[src/design/fpg_defs.svh]
// Operation
// - software erases one 1024-byte page per sequence
// - 8-bit external write above 0x00FF never programs
// - programming only clears bits; erase sets them
// - byte program: enable write, keys, one write
// - bank field steers the flash operation
// - software checks target reads 0xFF first
// - block write commits four bytes, byte time
// - bytes 00b..10b cached, committed on 11b
// - cached bytes never programmed without 11b write
// - keys before each of four ascending writes
// - code reads see flash; external reads never
// - write needs write enable; erase needs both
// - last flash byte is the security byte
// - inverse of security byte counts locked pages
// - security page locked when any bit zero
// - security byte at 0x1FFFF; 0x80 locks all
// - wrong key order disables flash writes and erases until reset
// - key lock re-arms after every operation
// - cpu stalls while write or erase runs
// - supply monitor off causes flash error reset
`ifndef FPG_DEFS_SVH
`define FPG_DEFS_SVH
`define FPG_SFR_STORE_CTRL 8'h8f
`define FPG_SFR_BANK 8'hf5
`define FPG_SFR_KEY 8'hb7
`define FPG_SFR_BLOCK_CTRL 8'hb5
`define FPG_CTRL_WE_BIT 0
`define FPG_CTRL_EE_BIT 1
`define FPG_BLK_EN_BIT 0
`define FPG_KEY_FIRST 8'ha5
`define FPG_KEY_SECOND 8'hf1
`define FPG_BYTE_ADDR_MAX 16'h00ff
`define FPG_ERASED 8'hff
`define FPG_LOCK_ADDR 17'h1ffff
`define FPG_PAGE_LSB 10
`define FPG_BANK_WIN_BIT 15
`define FPG_LAST_IN_BLOCK 2'h3
`define FPG_CLK_PERIOD_NS 20
`define FPG_PROG_TIME_NS 20000
`define FPG_ERASE_TIME_NS 20000000
`endif

[src/design/fpg_pkg.sv]
package fpg_pkg;
    typedef enum logic [3:0] {
        KEY_IDLE = 4'h1,
        KEY_HALF = 4'h2,
        KEY_ARMED = 4'h4,
        KEY_DEAD = 4'h8
    } fpg_key_e;
    typedef enum logic [5:0] {
        ST_LOAD = 6'h01,
        ST_LOADCAP = 6'h02,
        ST_IDLE = 6'h04,
        ST_RDREQ = 6'h08,
        ST_RDCAP = 6'h10,
        ST_BUSY = 6'h20
    } fpg_st_e;
    typedef enum logic [1:0] {
        OP_ERASE = 2'h0,
        OP_BYTE = 2'h1,
        OP_BLOCK = 2'h2
    } fpg_op_e;
    typedef enum logic [11:0] {
        H_IDLE = 12'h001,
        H_CHECK = 12'h002,
        H_CHKW = 12'h004,
        H_BLK = 12'h008,
        H_CTRL = 12'h010,
        H_BANK = 12'h020,
        H_KEY1 = 12'h040,
        H_KEY2 = 12'h080,
        H_DATA = 12'h100,
        H_WAIT = 12'h200,
        H_CLRP = 12'h400,
        H_CLRB = 12'h800
    } fpg_host_e;
endpackage

[src/design/fpg_if.sv]
`timescale 1ns/1ps
interface fpg_if;
    logic sfr_wr;
    logic [7:0] sfr_addr;
    logic [7:0] sfr_wdata;
    logic [7:0] sfr_rdata;
    logic xwr;
    logic x_wide;
    logic [15:0] x_addr;
    logic [7:0] x_wdata;
    logic code_rd;
    logic [16:0] code_addr;
    logic [7:0] code_rdata;
    logic code_valid;
    logic [16:0] pc;
    logic stall;
    logic flash_err;
    modport dev (input sfr_wr, sfr_addr, sfr_wdata, xwr, x_wide, x_addr, x_wdata, code_rd, code_addr, pc,
        output sfr_rdata, code_rdata, code_valid, stall, flash_err);
    modport cpu (output sfr_wr, sfr_addr, sfr_wdata, xwr, x_wide, x_addr, x_wdata, code_rd, code_addr, pc,
        input sfr_rdata, code_rdata, code_valid, stall, flash_err);
endinterface

[src/design/fpg_device.sv]
`timescale 1ns/1ps
`include "fpg_defs.svh"
module fpg_device
    import fpg_pkg::*;
#(
    parameter int PROG_CYCLES = (`FPG_PROG_TIME_NS + `FPG_CLK_PERIOD_NS - 1) / `FPG_CLK_PERIOD_NS,
    parameter int ERASE_CYCLES = (`FPG_ERASE_TIME_NS + `FPG_CLK_PERIOD_NS - 1) / `FPG_CLK_PERIOD_NS
)(
    input wire logic MCLK_I,
    input wire logic RESET_I,
    fpg_if.dev BUS,
    input wire logic VDD_MON_EN_I,
    input wire logic VDD_MON_RESET_EN_I,
    output logic [16:0] FLASH_ADDR_O,
    output logic FLASH_RD_O,
    input wire logic [7:0] FLASH_RDATA_I,
    output logic FLASH_PROG_O,
    output logic [31:0] FLASH_WDATA_O,
    output logic FLASH_ERASE_O,
    output logic FLASH_ERROR_RESET_O,
    output logic [7:0] LOCKED_PAGES_O
);
    localparam logic [6:0] LOCK_PAGE = 7'(`FPG_LOCK_ADDR >> `FPG_PAGE_LSB);

    fpg_st_e st_r, st_nxt;
    fpg_key_e key_r, key_nxt;
    logic we_r, we_nxt, ee_r, ee_nxt, blk_r, blk_nxt;
    logic [1:0] bank_r, bank_nxt;
    logic [7:0] lock_r, lock_nxt;
    logic [31:0] cache_r, cache_nxt, merged_r, merged_nxt, cnt_r, cnt_nxt;
    logic [2:0] cvld_r, cvld_nxt;
    logic [16:0] base_r, base_nxt, faddr_r, faddr_nxt;
    logic [1:0] idx_r, idx_nxt, crd_r, crd_nxt;
    logic frd_r, frd_nxt, prog_r, prog_nxt, erase_r, erase_nxt, err_r, err_nxt;
    logic [7:0] sfr_rdata_r, sfr_rdata_nxt, code_rdata_r, code_rdata_nxt;
    logic code_valid_r, code_valid_nxt;

    // page lock test: page below the inverse count, or the security page when any page is locked
    function automatic logic page_locked(input logic [6:0] page, input logic [7:0] lock);
        logic [7:0] n;
        n = ~lock;
        page_locked = ({1'b0, page} < n) || (page == LOCK_PAGE && lock != `FPG_ERASED);
    endfunction

    logic [16:0] flat;
    logic tgt_locked, exec_locked, range_ok;
    // bank window on the upper half of the 16-bit space
    assign flat = BUS.x_addr[`FPG_BANK_WIN_BIT] ? {bank_r, BUS.x_addr[14:0]} : {2'h0, BUS.x_addr[14:0]};
    assign tgt_locked = page_locked(flat[16:`FPG_PAGE_LSB], lock_r);
    assign exec_locked = page_locked(BUS.pc[16:`FPG_PAGE_LSB], lock_r);
    assign range_ok = BUS.x_wide || (BUS.x_addr <= `FPG_BYTE_ADDR_MAX);

    // the core is frozen for the whole operation, including the lock load after reset
    assign BUS.stall = (st_r != ST_IDLE);
    assign BUS.sfr_rdata = sfr_rdata_r;
    assign BUS.code_rdata = code_rdata_r;
    assign BUS.code_valid = code_valid_r;
    assign BUS.flash_err = err_r;
    assign FLASH_ADDR_O = faddr_r;
    assign FLASH_RD_O = frd_r;
    assign FLASH_PROG_O = prog_r;
    assign FLASH_WDATA_O = merged_r;
    assign FLASH_ERASE_O = erase_r;
    assign FLASH_ERROR_RESET_O = err_r;
    assign LOCKED_PAGES_O = ~lock_r;

    // next state of sequencer, key lock, control bits and cache
    always_comb begin
        st_nxt = st_r;
        key_nxt = key_r;
        we_nxt = we_r;
        ee_nxt = ee_r;
        blk_nxt = blk_r;
        bank_nxt = bank_r;
        lock_nxt = lock_r;
        cache_nxt = cache_r;
        cvld_nxt = cvld_r;
        merged_nxt = merged_r;
        cnt_nxt = cnt_r;
        base_nxt = base_r;
        faddr_nxt = faddr_r;
        idx_nxt = idx_r;
        frd_nxt = 1'b0;
        prog_nxt = 1'b0;
        erase_nxt = 1'b0;
        err_nxt = 1'b0;
        crd_nxt = {crd_r[0], 1'b0};
        code_valid_nxt = crd_r[1];
        code_rdata_nxt = crd_r[1] ? FLASH_RDATA_I : code_rdata_r;
        // register writes
        if (BUS.sfr_wr) begin
            unique case (BUS.sfr_addr)
                `FPG_SFR_STORE_CTRL: begin
                    we_nxt = BUS.sfr_wdata[`FPG_CTRL_WE_BIT];
                    ee_nxt = BUS.sfr_wdata[`FPG_CTRL_EE_BIT];
                end
                `FPG_SFR_BANK: bank_nxt = BUS.sfr_wdata[1:0];
                `FPG_SFR_BLOCK_CTRL: begin
                    blk_nxt = BUS.sfr_wdata[`FPG_BLK_EN_BIT];
                    if (!BUS.sfr_wdata[`FPG_BLK_EN_BIT]) begin
                        cvld_nxt = 3'h0;
                    end
                end
                `FPG_SFR_KEY: begin
                    // any out-of-order or wrong code kills flash writes and erases until reset; code reads still go through
                    unique case (key_r)
                        KEY_IDLE: key_nxt = (BUS.sfr_wdata == `FPG_KEY_FIRST) ? KEY_HALF : KEY_DEAD;
                        KEY_HALF: key_nxt = (BUS.sfr_wdata == `FPG_KEY_SECOND) ? KEY_ARMED : KEY_DEAD;
                        KEY_ARMED: key_nxt = KEY_DEAD;
                        KEY_DEAD: key_nxt = KEY_DEAD;
                    endcase
                end
                default: ;
            endcase
        end
        unique case (st_r)
            ST_LOAD: begin
                frd_nxt = 1'b1;
                faddr_nxt = `FPG_LOCK_ADDR;
                st_nxt = ST_LOADCAP;
            end
            ST_LOADCAP: if (!frd_r) begin
                lock_nxt = FLASH_RDATA_I;
                st_nxt = ST_IDLE;
            end
            ST_IDLE: begin
                // code reads go to flash; external reads never reach this block
                if (BUS.code_rd) begin
                    if (page_locked(BUS.code_addr[16:`FPG_PAGE_LSB], lock_r) && !exec_locked) begin
                        err_nxt = 1'b1;
                    end else begin
                        frd_nxt = 1'b1;
                        faddr_nxt = BUS.code_addr;
                        crd_nxt = {crd_r[0], 1'b1};
                    end
                end
                // without write enable the write targets data ram and is ignored here
                if (BUS.xwr && we_r && range_ok) begin
                    if (key_r != KEY_ARMED) begin
                        key_nxt = KEY_DEAD;
                    end else if (!VDD_MON_EN_I || !VDD_MON_RESET_EN_I) begin
                        err_nxt = 1'b1;
                        key_nxt = KEY_IDLE;
                    end else if ((tgt_locked && !exec_locked) ||
                                 (ee_r && flat[16:`FPG_PAGE_LSB] == LOCK_PAGE)) begin
                        err_nxt = 1'b1;
                        key_nxt = KEY_IDLE;
                    end else begin
                        key_nxt = KEY_IDLE;
                        if (ee_r) begin
                            erase_nxt = 1'b1;
                            faddr_nxt = flat;
                            cnt_nxt = 32'(ERASE_CYCLES);
                            st_nxt = ST_BUSY;
                        end else if (blk_r && flat[1:0] != `FPG_LAST_IN_BLOCK) begin
                            // held back; only the last byte of the group programs
                            cache_nxt[8 * flat[1:0] +: 8] = BUS.x_wdata;
                            cvld_nxt[flat[1:0]] = 1'b1;
                        end else begin
                            base_nxt = {flat[16:2], 2'h0};
                            merged_nxt = {4{`FPG_ERASED}};
                            if (blk_r) begin
                                for (int i = 0; i < 3; i++) begin
                                    if (cvld_r[i]) begin
                                        merged_nxt[8 * i +: 8] = cache_r[8 * i +: 8];
                                    end
                                end
                                cvld_nxt = 3'h0;
                            end
                            merged_nxt[8 * flat[1:0] +: 8] = BUS.x_wdata;
                            idx_nxt = 2'h0;
                            st_nxt = ST_RDREQ;
                        end
                    end
                end
            end
            ST_RDREQ: begin
                frd_nxt = 1'b1;
                faddr_nxt = {base_r[16:2], idx_r};
                st_nxt = ST_RDCAP;
            end
            ST_RDCAP: if (!frd_r) begin
                // old bits and new bits: a one can never be written back over a zero
                merged_nxt[8 * idx_r +: 8] = merged_r[8 * idx_r +: 8] & FLASH_RDATA_I;
                if (idx_r == `FPG_LAST_IN_BLOCK) begin
                    prog_nxt = 1'b1;
                    faddr_nxt = base_r;
                    cnt_nxt = 32'(PROG_CYCLES);
                    st_nxt = ST_BUSY;
                end else begin
                    idx_nxt = idx_r + 2'h1;
                    st_nxt = ST_RDREQ;
                end
            end
            ST_BUSY: begin
                cnt_nxt = cnt_r - 32'h1;
                if (cnt_r <= 32'h1) begin
                    st_nxt = ST_IDLE;
                end
            end
            default: st_nxt = ST_IDLE;
        endcase
        // readback: control bits, bank, block enable, key state
        unique case (BUS.sfr_addr)
            `FPG_SFR_STORE_CTRL: sfr_rdata_nxt = {6'h0, ee_r, we_r};
            `FPG_SFR_BANK: sfr_rdata_nxt = {6'h0, bank_r};
            `FPG_SFR_BLOCK_CTRL: sfr_rdata_nxt = {7'h0, blk_r};
            `FPG_SFR_KEY: sfr_rdata_nxt = {4'h0, key_r};
            default: sfr_rdata_nxt = 8'h00;
        endcase
    end

    // registers
    always_ff @(posedge MCLK_I) begin
        if (RESET_I) begin
            st_r <= ST_LOAD;
            key_r <= KEY_IDLE;
            we_r <= 1'b0;
            ee_r <= 1'b0;
            blk_r <= 1'b0;
            bank_r <= 2'h0;
            lock_r <= `FPG_ERASED;
            cache_r <= 32'h0;
            cvld_r <= 3'h0;
            merged_r <= 32'h0;
            cnt_r <= 32'h0;
            base_r <= 17'h0;
            faddr_r <= 17'h0;
            idx_r <= 2'h0;
            crd_r <= 2'h0;
            frd_r <= 1'b0;
            prog_r <= 1'b0;
            erase_r <= 1'b0;
            err_r <= 1'b0;
            sfr_rdata_r <= 8'h00;
            code_rdata_r <= 8'h00;
            code_valid_r <= 1'b0;
        end else begin
            st_r <= st_nxt;
            key_r <= key_nxt;
            we_r <= we_nxt;
            ee_r <= ee_nxt;
            blk_r <= blk_nxt;
            bank_r <= bank_nxt;
            lock_r <= lock_nxt;
            cache_r <= cache_nxt;
            cvld_r <= cvld_nxt;
            merged_r <= merged_nxt;
            cnt_r <= cnt_nxt;
            base_r <= base_nxt;
            faddr_r <= faddr_nxt;
            idx_r <= idx_nxt;
            crd_r <= crd_nxt;
            frd_r <= frd_nxt;
            prog_r <= prog_nxt;
            erase_r <= erase_nxt;
            err_r <= err_nxt;
            sfr_rdata_r <= sfr_rdata_nxt;
            code_rdata_r <= code_rdata_nxt;
            code_valid_r <= code_valid_nxt;
        end
    end
endmodule

[src/flat_wrapper.sv]
// flat-port wrapper written by rule: the top's interface ports become plain ports
module fpg_device_flat import fpg_pkg::*;
#(
    parameter int PROG_CYCLES = (`FPG_PROG_TIME_NS + `FPG_CLK_PERIOD_NS - 1) / `FPG_CLK_PERIOD_NS,
    parameter int ERASE_CYCLES = (`FPG_ERASE_TIME_NS + `FPG_CLK_PERIOD_NS - 1) / `FPG_CLK_PERIOD_NS
)
  (MCLK_I, RESET_I, VDD_MON_EN_I, VDD_MON_RESET_EN_I, FLASH_ADDR_O, FLASH_RD_O, FLASH_RDATA_I, FLASH_PROG_O, FLASH_WDATA_O, FLASH_ERASE_O, FLASH_ERROR_RESET_O, LOCKED_PAGES_O, BUS_sfr_wr, BUS_sfr_addr, BUS_sfr_wdata, BUS_xwr, BUS_x_wide, BUS_x_addr, BUS_x_wdata, BUS_code_rd, BUS_code_addr, BUS_pc, BUS_sfr_rdata, BUS_code_rdata, BUS_code_valid, BUS_stall, BUS_flash_err);
  fpg_if BUS_i ();
  input wire logic MCLK_I;
  input wire logic RESET_I;
  input wire logic VDD_MON_EN_I;
  input wire logic VDD_MON_RESET_EN_I;
  output logic [16:0] FLASH_ADDR_O;
  output logic FLASH_RD_O;
  input wire logic [7:0] FLASH_RDATA_I;
  output logic FLASH_PROG_O;
  output logic [31:0] FLASH_WDATA_O;
  output logic FLASH_ERASE_O;
  output logic FLASH_ERROR_RESET_O;
  output logic [7:0] LOCKED_PAGES_O;
  input wire logic [$bits(BUS_i.sfr_wr)-1:0] BUS_sfr_wr;
  input wire logic [$bits(BUS_i.sfr_addr)-1:0] BUS_sfr_addr;
  input wire logic [$bits(BUS_i.sfr_wdata)-1:0] BUS_sfr_wdata;
  input wire logic [$bits(BUS_i.xwr)-1:0] BUS_xwr;
  input wire logic [$bits(BUS_i.x_wide)-1:0] BUS_x_wide;
  input wire logic [$bits(BUS_i.x_addr)-1:0] BUS_x_addr;
  input wire logic [$bits(BUS_i.x_wdata)-1:0] BUS_x_wdata;
  input wire logic [$bits(BUS_i.code_rd)-1:0] BUS_code_rd;
  input wire logic [$bits(BUS_i.code_addr)-1:0] BUS_code_addr;
  input wire logic [$bits(BUS_i.pc)-1:0] BUS_pc;
  output wire logic [$bits(BUS_i.sfr_rdata)-1:0] BUS_sfr_rdata;
  output wire logic [$bits(BUS_i.code_rdata)-1:0] BUS_code_rdata;
  output wire logic [$bits(BUS_i.code_valid)-1:0] BUS_code_valid;
  output wire logic [$bits(BUS_i.stall)-1:0] BUS_stall;
  output wire logic [$bits(BUS_i.flash_err)-1:0] BUS_flash_err;
  assign BUS_i.sfr_wr = BUS_sfr_wr;
  assign BUS_i.sfr_addr = BUS_sfr_addr;
  assign BUS_i.sfr_wdata = BUS_sfr_wdata;
  assign BUS_i.xwr = BUS_xwr;
  assign BUS_i.x_wide = BUS_x_wide;
  assign BUS_i.x_addr = BUS_x_addr;
  assign BUS_i.x_wdata = BUS_x_wdata;
  assign BUS_i.code_rd = BUS_code_rd;
  assign BUS_i.code_addr = BUS_code_addr;
  assign BUS_i.pc = BUS_pc;
  assign BUS_sfr_rdata = BUS_i.sfr_rdata;
  assign BUS_code_rdata = BUS_i.code_rdata;
  assign BUS_code_valid = BUS_i.code_valid;
  assign BUS_stall = BUS_i.stall;
  assign BUS_flash_err = BUS_i.flash_err;
  fpg_device #(.PROG_CYCLES(PROG_CYCLES), .ERASE_CYCLES(ERASE_CYCLES)) u_core (.MCLK_I(MCLK_I), .RESET_I(RESET_I), .BUS(BUS_i), .VDD_MON_EN_I(VDD_MON_EN_I), .VDD_MON_RESET_EN_I(VDD_MON_RESET_EN_I), .FLASH_ADDR_O(FLASH_ADDR_O), .FLASH_RD_O(FLASH_RD_O), .FLASH_RDATA_I(FLASH_RDATA_I), .FLASH_PROG_O(FLASH_PROG_O), .FLASH_WDATA_O(FLASH_WDATA_O), .FLASH_ERASE_O(FLASH_ERASE_O), .FLASH_ERROR_RESET_O(FLASH_ERROR_RESET_O), .LOCKED_PAGES_O(LOCKED_PAGES_O));
endmodule
[config.mk]
export PLATFORM = sky130hd
export DESIGN_NAME = fpg_device_flat
export DESIGN_NICKNAME = d
export VERILOG_FILES = /design/src/design/fpg_pkg.sv /design/src/design/fpg_if.sv /design/src/design/fpg_device.sv /design/src/flat_wrapper.sv
export VERILOG_INCLUDE_DIRS = /design/src /design/src/design
export SDC_FILE = /design/constraint.sdc
export NUM_CORES = 1
export LEC_CHECK = 0
export BUFFER_PORTS_ARGS = -buffer_cell sky130_fd_sc_hd__buf_2
export CAP_MARGIN = 20
export CORE_MARGIN = 3
export CORE_UTILIZATION = 50
export DETAILED_ROUTE_END_ITERATION = 7
export PLACE_DENSITY_LB_ADDON = 0.25
export SYNTH_ARGS = -nofsm -noshare
export SYNTH_HDL_FRONTEND = slang
export SYNTH_SLANG_ARGS = --single-unit
[constraint.sdc]
create_clock -name MCLK_I -period 3 [get_ports MCLK_I]
set_input_delay 0.3 -clock MCLK_I [delete_from_list [all_inputs] [get_ports MCLK_I]]
set_output_delay 0.3 -clock MCLK_I [all_outputs]
set_load 0.05 [all_outputs]
==> metrics.cfg, run 1 <==
[status]
run_status = complete, no violations

[cts]
clkLatencyLatePin_ns = 0.44
clock_path_buffers = 2
cts.sink_count = 167
tritoncts = done
cts_made_buffers = 17
cts_post_setup_buffers_inserted = 0
clk_transition_reported_paths_ns = 0.07
ctsHtreeMaxLevel = 4
clock-root-buffer = clkbuf_16

[yosys]
most_frequent_cell_after_synthesis = dfxtp_1
netlist_instances = 1083
synth_enable_flop_cells = 0
yosys_warnings = 0
yosys-top-cells-area = dfxtp_1 (37%), a21oi_1 (7.9%), nor2_1 (6.2%), mux2i_1 (4.7%), ha_1 (4.0%)
synth-seq-area-share_pct = 36.7
synth_seq_cells = 167
synth_common_cells = dfxtp_1 (167), nor2_1 (150), a21oi_1 (143), nand2_1 (83)
synth_top_area_share_pct = 36.7
yosys.cell_types.count = 82
share_of_flip_flops_with_an_asynchronous_set_or_reset_after_synthesis_pct = 0
postSynth.topFlopCell = dfxtp_1
synthesis.area_per_instance_um2 = 8.40
netlist_area_before_placement_um2 = 9100
post_synthesis_cell_type_with_the_largest_combined_area = dfxtp_1

[place]
numPlacedInstances = 1422
hpwlAfterDp_um = 19100
gp_congestion = 0.884
io_buffers = 155

[routing]
post-route-drc-count = 0
avgRoutedWirePerCell_um = 18.2
vias_per_cell = 6.06
drtIter0Drc = 738
route.vias.total = 8804
routed_wire_length_um = 26500
postRouteAntennaNets = 0
drtPass1Iterations = 6

[setup_path]
crit_path_class = reg2reg
worstSetupStartpointType = register
delay_heaviest_family_cp = compound AO/OA/AOI/OAI gates
crit_reg_reg_startpoint = u_core.bank_r[0]
critical_path.endpoint_type = register
count_of_cells_along_the_worst_register_to_register_path = 8
regToRegEndpoint = u_core.FLASH_ADDR_O[11]
cell_by_cell_listing_of_the_critical_path = and2_1, ha_1, a211oi_1, o22ai_1, o32a_1, o211a_4, or3_1, o221ai_1
cp.arrival_ns = 3.10
crit_buf_inv = 0
crit_slowest_cell = or3_1
timing.critical_path.required_ns = 3.35
cp_max_fo = 13
worst-r2r-setup-slack_ns = 0.25
worst_path_largest_cell_delay_ns = 0.59

[global_routing]
grt_first_pass_wirelength_um = 42300
antenna_found_initial = 0
grt_pass1_vias = 8068
groute.usage.overall_pct = 26.1
maximum_number_of_pins_on_one_net_before_global_route_repair = 57
globalRoute.totalOverflow = 0

[hold_path]
hp-start = BUS_x_addr[7]
timing.hold.worst.class = in2reg
whs_endpoint = u_core.base_r[7]
whs_path_depth = 3

[floorplanning]
die_height_um = 141
core_area_um2 = 17500
floorplan.initialDensity_pct = 51.9
dieWidth_um = 141
design.die.area_um2 = 19900
floorplan.rows = 48
io_pins = 170

[run]
timing.max_cap.violations = 0

[finish]
antenna_cells_inserted = 0
share_of_post_route_cells_with_drive_strength_above_1_pct = 21.6
final_util_pct = 60.7
final_net_count = 1335
syn_to_final_growth_pct = 16.9
final-instance-count-excl-fill = 1454

[timing]
setup-violations-final = 0
tns_ns = 0
drv_slew = 0
finalCriticalPeriod_ns = 2.75
maxSlewHeadroom_pct = 40.2
final_min_period_over_clock_period_pct = 91.6
timing.clock.skew_ns = 0.00907
rsz0062_at_grt = no
fmaxAchievable_ghz = 0.364
worstMarginPinSlew_ns = 0.896
final_hold_violating_endpoints = 0

[pwr]
max-vdd-ir-drop_v = 0.000490
pwrdens_nw_per_um2 = 552
total_leakage_power_nw = 4.53

[flip-flops by register name, summed over array words and instances, names as in the netlist]
name,count
u_core.blk_r,1
u_core.crd_r,2
u_core.cvld_r,3
u_core.FLASH_ERASE_O,1
u_core.BUS.code_rdata,8
u_core.FLASH_RD_O,1
u_core.st_r,6
u_core.ee_r,1
u_core.we_r,1
u_core.idx_r,2
u_core.key_r,4
u_core.cnt_r,32
u_core.cache_r,24
u_core.BUS.flash_err,1
u_core.base_r,15
u_core.lock_r,8
u_core.FLASH_ADDR_O,17
u_core.bank_r,2
u_core.BUS.sfr_rdata,4
u_core.FLASH_WDATA_O,32
u_core.FLASH_PROG_O,1
u_core.BUS.code_valid,1
[worst max-delay path by stage]
stage | start | endpoint | slack, ns | depth (start not counted)
2_1_floorplan | BUS_x_addr[15] | u_core.cache_r[0] | 0.50 | 10
3_3_place_gp | BUS_x_addr[15] | u_core.cnt_r[1] | 0.21 | 10
3_5_place_dp | BUS_x_addr[15] | u_core.cnt_r[1] | 0.13 | 10
4_1_cts | u_core.lock_r[5] | u_core.cnt_r[1] | 0.20 | 8
5_1_grt | u_core.bank_r[0] | u_core.cnt_r[2] | 0.04 | 10
6_report | u_core.bank_r[0] | u_core.FLASH_ADDR_O[11] | 0.25 | 8
[kinds of logic (layout without fill, tap and decap cells)]
logic type | after synthesis | after routing | synth area share (%)
other cells | 1 | 4 | 0.0412
simple gates | 378 | 378 | 20.8
fa+ha+maj | 29 | 29 | 3.99
xor+xnor | 16 | 16 | 1.54
mux | 56 | 56 | 7.33
buf+inv | 100 | 243 | 5.05
compound gates | 336 | 336 | 24.5
flops | 167 | 167 | 36.7
[tightest hold or removal path: stages]
cell	delay, ns
buf_2	0.11
nand2_1	0.05
a21oi_1	0.05
[what timing repair did]
item / CTS / global route
hold buffers: 0 / 0
endpoints found under the setup margin: 0 / 1
gates resized for setup: 0 / 1
[cell type report]
class	count	area, um^2
inverter	27	104
sequential	167	3340
tap	225	282
clock inverter	14	161
timing repair buffer	184	996
multi-input combinational	819	5320
clock buffer	18	439
fill	1525	6900
[metal layers]
| metal | up-vias | track usage, % | routed length, um |
|---|---|---|---|
| li1 | 4261 | - | - |
| met1 | 4119 | 37.1 | 11900 |
| met2 | 361 | 40.1 | 12000 |
| met3 | 63 | 3.87 | 1780 |
| met4 | 0 | 10.5 | 769 |
| met5 | - | 0 | 0 |
[report_power, final]
group          leakage, nW  total, W  switching (W)  internal (W)
Clock                0.296   0.00227       0.000994       0.00127
Combinational         2.88   0.00120       0.000797      0.000399
Sequential            1.35   0.00241      0.0000972       0.00231
Total                 4.53   0.00588        0.00189       0.00399
[stage by stage]
step / cell area, um^2 / hold slack, ns / setup WS [ns] / total power, W
2_1_floorplan: 9110 / 0.414 / 0.500 / 0.00329
3_3_place_gp: 10000 / 0.436 / 0.215 / 0.00362
3_5_place_dp: 10000 / 0.438 / 0.127 / 0.00364
4_1_cts: 10600 / 0.105 / 0.201 / 0.00588
5_1_grt: 10600 / 0.119 / 0.0385 / 0.00612
6_report: 10600 / 0.119 / 0.253 / 0.00588
[layout by cell type (no fill, tap or decap), types with 3 or more instances in the layout]
cell | synthesis | routed
a211o_1 | 3 | 3
a211oi_1 | 43 | 43
a21o_1 | 3 | 3
a21oi_1 | 143 | 143
a21oi_4 | 3 | 3
a22o_1 | 16 | 16
a22oi_1 | 11 | 11
a32oi_1 | 3 | 3
and2_1 | 12 | 12
and3_1 | 5 | 5
and4_1 | 4 | 4
buf_2 | 18 | 154
buf_4 | 9 | 30
clkbuf_16 | 0 | 17
conb_1 | 1 | 4
dfxtp_1 | 167 | 167
ha_1 | 29 | 29
inv_1 | 25 | 25
inv_6 | 0 | 6
mux2_2 | 5 | 5
mux2i_1 | 43 | 43
mux4_2 | 8 | 8
nand2_1 | 83 | 83
nand2b_1 | 3 | 3
nand3_1 | 21 | 21
nand4_1 | 11 | 11
nand4b_1 | 15 | 15
nor2_1 | 150 | 150
nor2_2 | 3 | 3
nor2b_1 | 4 | 4
nor3_1 | 27 | 27
nor3b_1 | 3 | 3
nor4_1 | 8 | 8
o2111ai_1 | 11 | 11
o211ai_1 | 13 | 13
o21ai_0 | 39 | 39
o221ai_1 | 12 | 12
o22ai_1 | 4 | 4
or3_1 | 5 | 5
xor2_1 | 15 | 15
No activity file was read; power rests on OpenSTA's default activity.
==> run 2: changes to the inputs <==
==> constraint.sdc (replaced) <==
create_clock -name MCLK_I -period 3 [get_ports MCLK_I]
set_input_delay 0 -clock MCLK_I [delete_from_list [all_inputs] [get_ports MCLK_I]]
set_output_delay 0 -clock MCLK_I [all_outputs]
set_load 0.05 [all_outputs]
==> run 2 against run 1 <==
Total power shrank 0.51%. Utilization grew 3.0 points. Combinational power grew 5%. Final cell count grew 3.7%. Via count grew 1.7%. Setup slack lost 0.089 ns. Wire length grew 3.3%. Register-to-register slack lost 0.09 ns. First-iteration DRC count shrank 12%. Fmax shrank 3.1%.
==> metrics.cfg, run 2 (synthesis results as in run 1) <==
[cts]
clock-root-buffer = clkbuf_16  ; unchanged
clock_path_buffers = 2  ; unchanged
clkLatencyLatePin_ns = 0.43  ; was 0.44 ns
clk_transition_reported_paths_ns = 0.07  ; about the same
ctsHtreeMaxLevel = 4  ; unchanged
cts.sink_count = 167  ; unchanged
cts_post_setup_buffers_inserted = 0  ; unchanged
tritoncts = done  ; unchanged
cts_made_buffers = 17  ; unchanged

[place]
dpl_worst_slack_ns = 0.207  ; was 0.127 ns
hpwlAfterDp_um = 19100  ; about the same
io_buffers = 155  ; unchanged
gp_congestion = 0.915  ; was 0.884

[setup_path]
cp_max_fo = 15  ; was 13
crit_slowest_cell = or3_1  ; unchanged
worst_path_largest_cell_delay_ns = 0.61  ; was 0.59 ns
critical_path.endpoint_type = register  ; unchanged
worst-r2r-setup-slack_ns = 0.16  ; was 0.25 ns
worstSetupStartpointType = register  ; unchanged
cell_by_cell_listing_of_the_critical_path = and2_1, ha_1, a211oi_1, o22ai_1, o32a_1, o211a_4, or3_1, o221ai_1  ; unchanged
crit_path_class = reg2reg  ; unchanged
timing.critical_path.required_ns = 3.34  ; was 3.35 ns
cp.arrival_ns = 3.18  ; was 3.10 ns

[routing]
post-route-drc-count = 0  ; unchanged
drtPass1Iterations = 6  ; unchanged
vias_per_cell = 5.94  ; was 6.06
route.vias.total = 8954  ; was 8804
postRouteAntennaNets = 0  ; unchanged
drtIter0Drc = 646  ; was 738
avgRoutedWirePerCell_um = 18.1  ; was 18.2 um
routed_wire_length_um = 27300  ; was 26500 um

[timing]
fmaxAchievable_ghz = 0.353  ; was 0.364 GHz
final_min_period_over_clock_period_pct = 94.5  ; was 91.6%
timing.clock.skew_ns = 0.00890  ; was 0.00907 ns
finalCriticalPeriod_ns = 2.84  ; was 2.75 ns
rsz0062_at_grt = no  ; unchanged
maxSlewHeadroom_pct = 35.6  ; was 40.2%
worstMarginPinSlew_ns = 0.966  ; was 0.896 ns
hold_ws_ns = 0.0155  ; was 0.119 ns
setup-violations-final = 0  ; unchanged
fin_ws_ns = 0.164  ; was 0.253 ns
final_hold_violating_endpoints = 0  ; unchanged
drv_slew = 0  ; unchanged
tns_ns = 0  ; unchanged

[floorplanning]
core_area_um2 = 17500  ; unchanged
die_height_um = 141  ; unchanged
design.die.area_um2 = 19900  ; unchanged
io_pins = 170  ; unchanged
dieWidth_um = 141  ; unchanged
floorplan.rows = 48  ; unchanged
floorplan.initialDensity_pct = 51.9  ; unchanged

[pwr]
max-vdd-ir-drop_v = 0.000437  ; was 0.000490 V
total_leakage_power_nw = 4.74  ; was 4.53 nW
pwrdens_nw_per_um2 = 524  ; was 552 nW/um^2
sum_of_internal_switching_and_leakage_power_w = 0.00584  ; was 0.00588 W

[finish]
syn_to_final_growth_pct = 22.7  ; was 16.9%
layout.cells.most_common = dfxtp_1  ; unchanged
share_of_post_route_cells_with_drive_strength_above_1_pct = 20.7  ; was 21.6%
multi_input_comb_area_um2 = 5320  ; unchanged
num-fill-cells = 1462  ; was 1525
final-seq-area_um2 = 3340  ; unchanged
highest_count_cells_in_the_layout_ignoring_fill_and_taps = dfxtp_1 (167), buf_2 (154), nor2_1 (150), a21oi_1 (143), nand2_1 (83)  ; unchanged
antenna_cells_inserted = 0  ; unchanged
final_util_pct = 63.7  ; was 60.7%
final_net_count = 1389  ; was 1335

[global_routing]
antenna_found_initial = 0  ; unchanged
globalRoute.totalOverflow = 0  ; unchanged
groute.usage.overall_pct = 26.9  ; was 26.1%
grt_first_pass_wirelength_um = 43600  ; was 42300 um
maximum_number_of_pins_on_one_net_before_global_route_repair = 88  ; was 57
grt_pass1_vias = 8322  ; was 8068

[status]
run_status = complete, no violations  ; unchanged

[run]
timing.max_cap.violations = 0  ; unchanged

[hold_path]
timing.hold.worst.class = in2reg  ; unchanged

-- run 2: report_power, final --
group | internal [W] | leakage, nW | switching [W]
clock network | 0.00123 | 0.283 | 0.000946
registers | 0.00232 | 1.35 | 0.0000983
logic | 0.000444 | 3.11 | 0.000814
-- run 2: cell type report --
type | instances | share of cell area (%)
Multi-Input combinational cell | 819 | 47.6
Clock inverter | 11 | 1.02
Tap cell | 225 | 2.52
Clock buffer | 21 | 4.21
Sequential cell | 167 | 29.9
Timing Repair Buffer | 238 | 13.7
Inverter | 27 | 0.930
-- run 2: routing by layer --
layer	up-vias	wire length (um)	track usage (%)
met2	355	12700	43.2
li1	4361	-	-
met4	0	577	8.67
met1	4193	11900	36.5
met3	45	2100	5.53
met5	-	0	0
-- run 2: path summary, 6_finish.rpt --
path                                  startpoint                     end  cells past startpoint
worst max-delay path            u_core.bank_r[0]  u_core.FLASH_ADDR_O[6]                      8
worst min-delay path             BUS_sfr_addr[6]            u_core.blk_r                      3
worst max register to register  u_core.bank_r[0]  u_core.FLASH_ADDR_O[6]                      8
worst min register to register   u_core.crd_r[0]         u_core.crd_r[1]                      1
-- run 2: stage by stage --
step	instances	cell area, um^2
final	1508	11200
after detailed placement	1423	10000
after global routing	1508	11200
after floorplan	1086	9110
after global placement	1423	10000
after CTS	1508	11200
-- run 2: worst max-delay path: cells and delay by family (launching register included) --
family	cells	cell delay (ns)
adders and majority gates	1	0.32
and+or+nand+nor	2	0.79
DFF	1	0.33
AOI/OAI and AO/OA	5	1.32
-- run 2: timing repair --
action,4_1_cts,5_1_grt
gates resized for setup,0,1
endpoints found under the hold margin,82,0
hold buffers,53,0
setup endpoints to repair,0,10
==> run 3: changes to the inputs <==
--- a/config.mk
+++ b/config.mk
@@ -8,6 +8,7 @@
 export LEC_CHECK = 0
 export BUFFER_PORTS_ARGS = -buffer_cell sky130_fd_sc_hd__buf_2
 export CAP_MARGIN = 20
+export CORE_ASPECT_RATIO = 1.75
 export CORE_MARGIN = 3
 export CORE_UTILIZATION = 50
 export DETAILED_ROUTE_END_ITERATION = 7
==> run 3 against run 2 <==
Utilization decreased by 0.074 points. Global-route usage increased by 1.4 points. Largest power group unchanged. Final cell count increased by 1.1%.
==> metrics.cfg, run 3 (synthesis results as in run 1) <==
[status]
run_status = complete, no violations  ; unchanged

[cts]
clkLatencyLatePin_ns = 0.43  ; about the same
cts.sink_count = 167  ; unchanged
clock_path_buffers = 2  ; unchanged
cts_made_buffers = 17  ; unchanged
clk_transition_reported_paths_ns = 0.07  ; about the same
cts_post_setup_buffers_inserted = 0  ; unchanged
tritoncts = done  ; unchanged
clock-root-buffer = clkbuf_16  ; unchanged
ctsHtreeMaxLevel = 4  ; unchanged

[finish]
syn_to_final_growth_pct = 23.6  ; was 22.7%
highest_count_cells_in_the_layout_ignoring_fill_and_taps = dfxtp_1 (167), buf_2 (154), nor2_1 (150), a21oi_1 (143), nand2_1 (83)  ; unchanged
share_of_post_route_cells_with_drive_strength_above_1_pct = 21.0  ; was 20.7%
final_net_count = 1396  ; was 1389
final-instance-count-excl-fill = 1524  ; was 1508
layout.cells.most_common = dfxtp_1  ; unchanged
final_util_pct = 63.6  ; was 63.7%

[routing]
post-route-drc-count = 0  ; unchanged
route.vias.total = 9142  ; was 8954
postRouteAntennaNets = 0  ; unchanged
routed_wire_length_um = 28600  ; was 27300 um
avgRoutedWirePerCell_um = 18.8  ; was 18.1 um
drtIter0Drc = 644  ; was 646
vias_per_cell = 6.00  ; was 5.94
drtPass1Iterations = 5  ; was 6

[setup_path]
worst_setup_path_startpoint = u_core.lock_r[5]  ; was u_core.bank_r[0]
crit_buf_inv = 1  ; was 0
worst_path_largest_cell_delay_ns = 0.47  ; was 0.61 ns
crit_reg_reg_startpoint = u_core.lock_r[5]  ; was u_core.bank_r[0]
regToRegEndpoint = u_core.FLASH_WDATA_O[12]  ; was u_core.FLASH_ADDR_O[6]
delay_heaviest_family_cp = compound AO/OA/AOI/OAI gates  ; unchanged
crit_slowest_cell = dfxtp_1  ; was or3_1
worstSetupStartpointType = register  ; unchanged
crit_path_class = reg2reg  ; unchanged
cp.depth = 9  ; was 8
critical_path.endpoint_type = register  ; unchanged
cp.arrival_ns = 3.13  ; was 3.18 ns
worst-r2r-setup-slack_ns = 0.19  ; was 0.16 ns
path_common_cell = a211oi_1
cell_by_cell_listing_of_the_critical_path = ha_1, a211oi_1, o22ai_1, o32ai_2, buf_4, o2111ai_4, a21oi_2, nor2_1, a211oi_1  ; was and2_1, ha_1, a211oi_1, o22ai_1, o32a_1, o211a_4, or3_1, o221ai_1
count_of_cells_along_the_worst_register_to_register_path = 9  ; was 8
timing.critical_path.to = u_core.FLASH_WDATA_O[12]  ; was u_core.FLASH_ADDR_O[6]
timing.critical_path.required_ns = 3.32  ; was 3.34 ns
cp_max_fo = 8  ; was 15

[timing]
setup-violations-final = 0  ; unchanged
rsz0062_at_grt = no  ; unchanged
maxSlewHeadroom_pct = 41.6  ; was 35.6%
finalCriticalPeriod_ns = 2.81  ; was 2.84 ns
final_hold_violating_endpoints = 0  ; unchanged
timing.clock.skew_ns = 0.0113  ; was 0.00890 ns
fmaxAchievable_ghz = 0.356  ; was 0.353 GHz
final_min_period_over_clock_period_pct = 93.6  ; was 94.5%
worstMarginPinSlew_ns = 0.877  ; was 0.966 ns
drv_slew = 0  ; unchanged
tns_ns = 0  ; unchanged

[floorplanning]
design.die.area_um2 = 19900  ; about the same
die_height_um = 184  ; was 141 um
core_area_um2 = 17700  ; was 17500 um^2
floorplan.rows = 64  ; was 48
io_pins = 170  ; unchanged
floorplan.initialDensity_pct = 51.4  ; was 51.9%
dieWidth_um = 108  ; was 141 um

[global_routing]
globalRoute.totalOverflow = 0  ; unchanged
grt_pass1_vias = 8768  ; was 8322
maximum_number_of_pins_on_one_net_before_global_route_repair = 80  ; was 88
grt_first_pass_wirelength_um = 45000  ; was 43600 um
antenna_found_initial = 2  ; was 0
groute.usage.overall_pct = 28.3  ; was 26.9%

[run]
timing.max_cap.violations = 0  ; unchanged

[pwr]
max-vdd-ir-drop_v = 0.000374  ; was 0.000437 V
total_leakage_power_nw = 4.80  ; was 4.74 nW
pwrdens_nw_per_um2 = 530  ; was 524 nW/um^2

[place]
hpwlAfterDp_um = 20200  ; was 19100 um
gp_congestion = 0.891  ; was 0.915
numPlacedInstances = 1437  ; was 1423
io_buffers = 155  ; unchanged

[hold_path]
timing.hold.worst.class = in2reg  ; unchanged
hp-start = BUS_sfr_addr[6]  ; unchanged

## run 3: area by class of cell
cell class	instances	area [um^2]
Antenna cell	3	7.51
Clock buffer	22	464
Clock inverter	10	144
Fill cell	1567	6440
Inverter	27	104
Multi-Input combinational cell	819	5320
Sequential cell	167	3340
Tap cell	231	289
Timing Repair Buffer	245	1580
## run 3: worst min path at each step
stage                                         end  slack (ns)  depth (start not counted)
after global routing                  u_core.ee_r        0.04                          4
final                     u_core.BUS.sfr_rdata[1]        0.02                          3
after detailed placement         u_core.lock_r[4]        0.26                          3
after floorplan                  u_core.lock_r[0]        0.13                          2
after CTS                 u_core.BUS.sfr_rdata[1]       0.001                          3
after global placement           u_core.lock_r[4]        0.25                          3
## run 3: report_power, final
part	switching (W)	internal [W]	total, W	leakage [nW]
Clock	0.000920	0.00136	0.00228	0.299
Combinational	0.000819	0.000454	0.00127	3.15
Sequential	0.0000969	0.00232	0.00241	1.35
## run 3: worst reg2reg max path, cell delays in order (launching register included)
cell       delay [ns]
dfxtp_1          0.47
ha_1             0.30
a211oi_1         0.25
o22ai_1          0.15
o32ai_2          0.29
buf_4            0.23
o2111ai_4        0.23
a21oi_2          0.43
nor2_1           0.08
a211oi_1         0.26
## run 3: layer usage
layer	routed length (um)	share of wire [%]	vias to the layer above	GRT usage (%)
met5	0	0	-	0
met3	1480	5.2	81	4.28
met1	10900	38	4341	31.6
met4	1120	3.9	0	13.5
met2	15100	53	347	51.8
li1	-	-	4373	-
## run 3: stage by stage
stage	setup WS (ns)	total power, W	cell area (um^2)	hold WS (ns)
2_1_floorplan	0.505	0.00329	9110	0.125
3_5_place_dp	0.240	0.00366	10100	0.260
6_report	0.191	0.00597	11300	0.0204
4_1_cts	0.204	0.00597	11200	0.00118
5_1_grt	0.00468	0.00621	11200	0.0360
3_3_place_gp	0.297	0.00364	10100	0.249
## run 3: timing repair
action,in CTS,in global routing
endpoints found under the hold margin,79,0
resized for setup,0,1
hold buffers,52,0
endpoints found under the setup margin,0,1
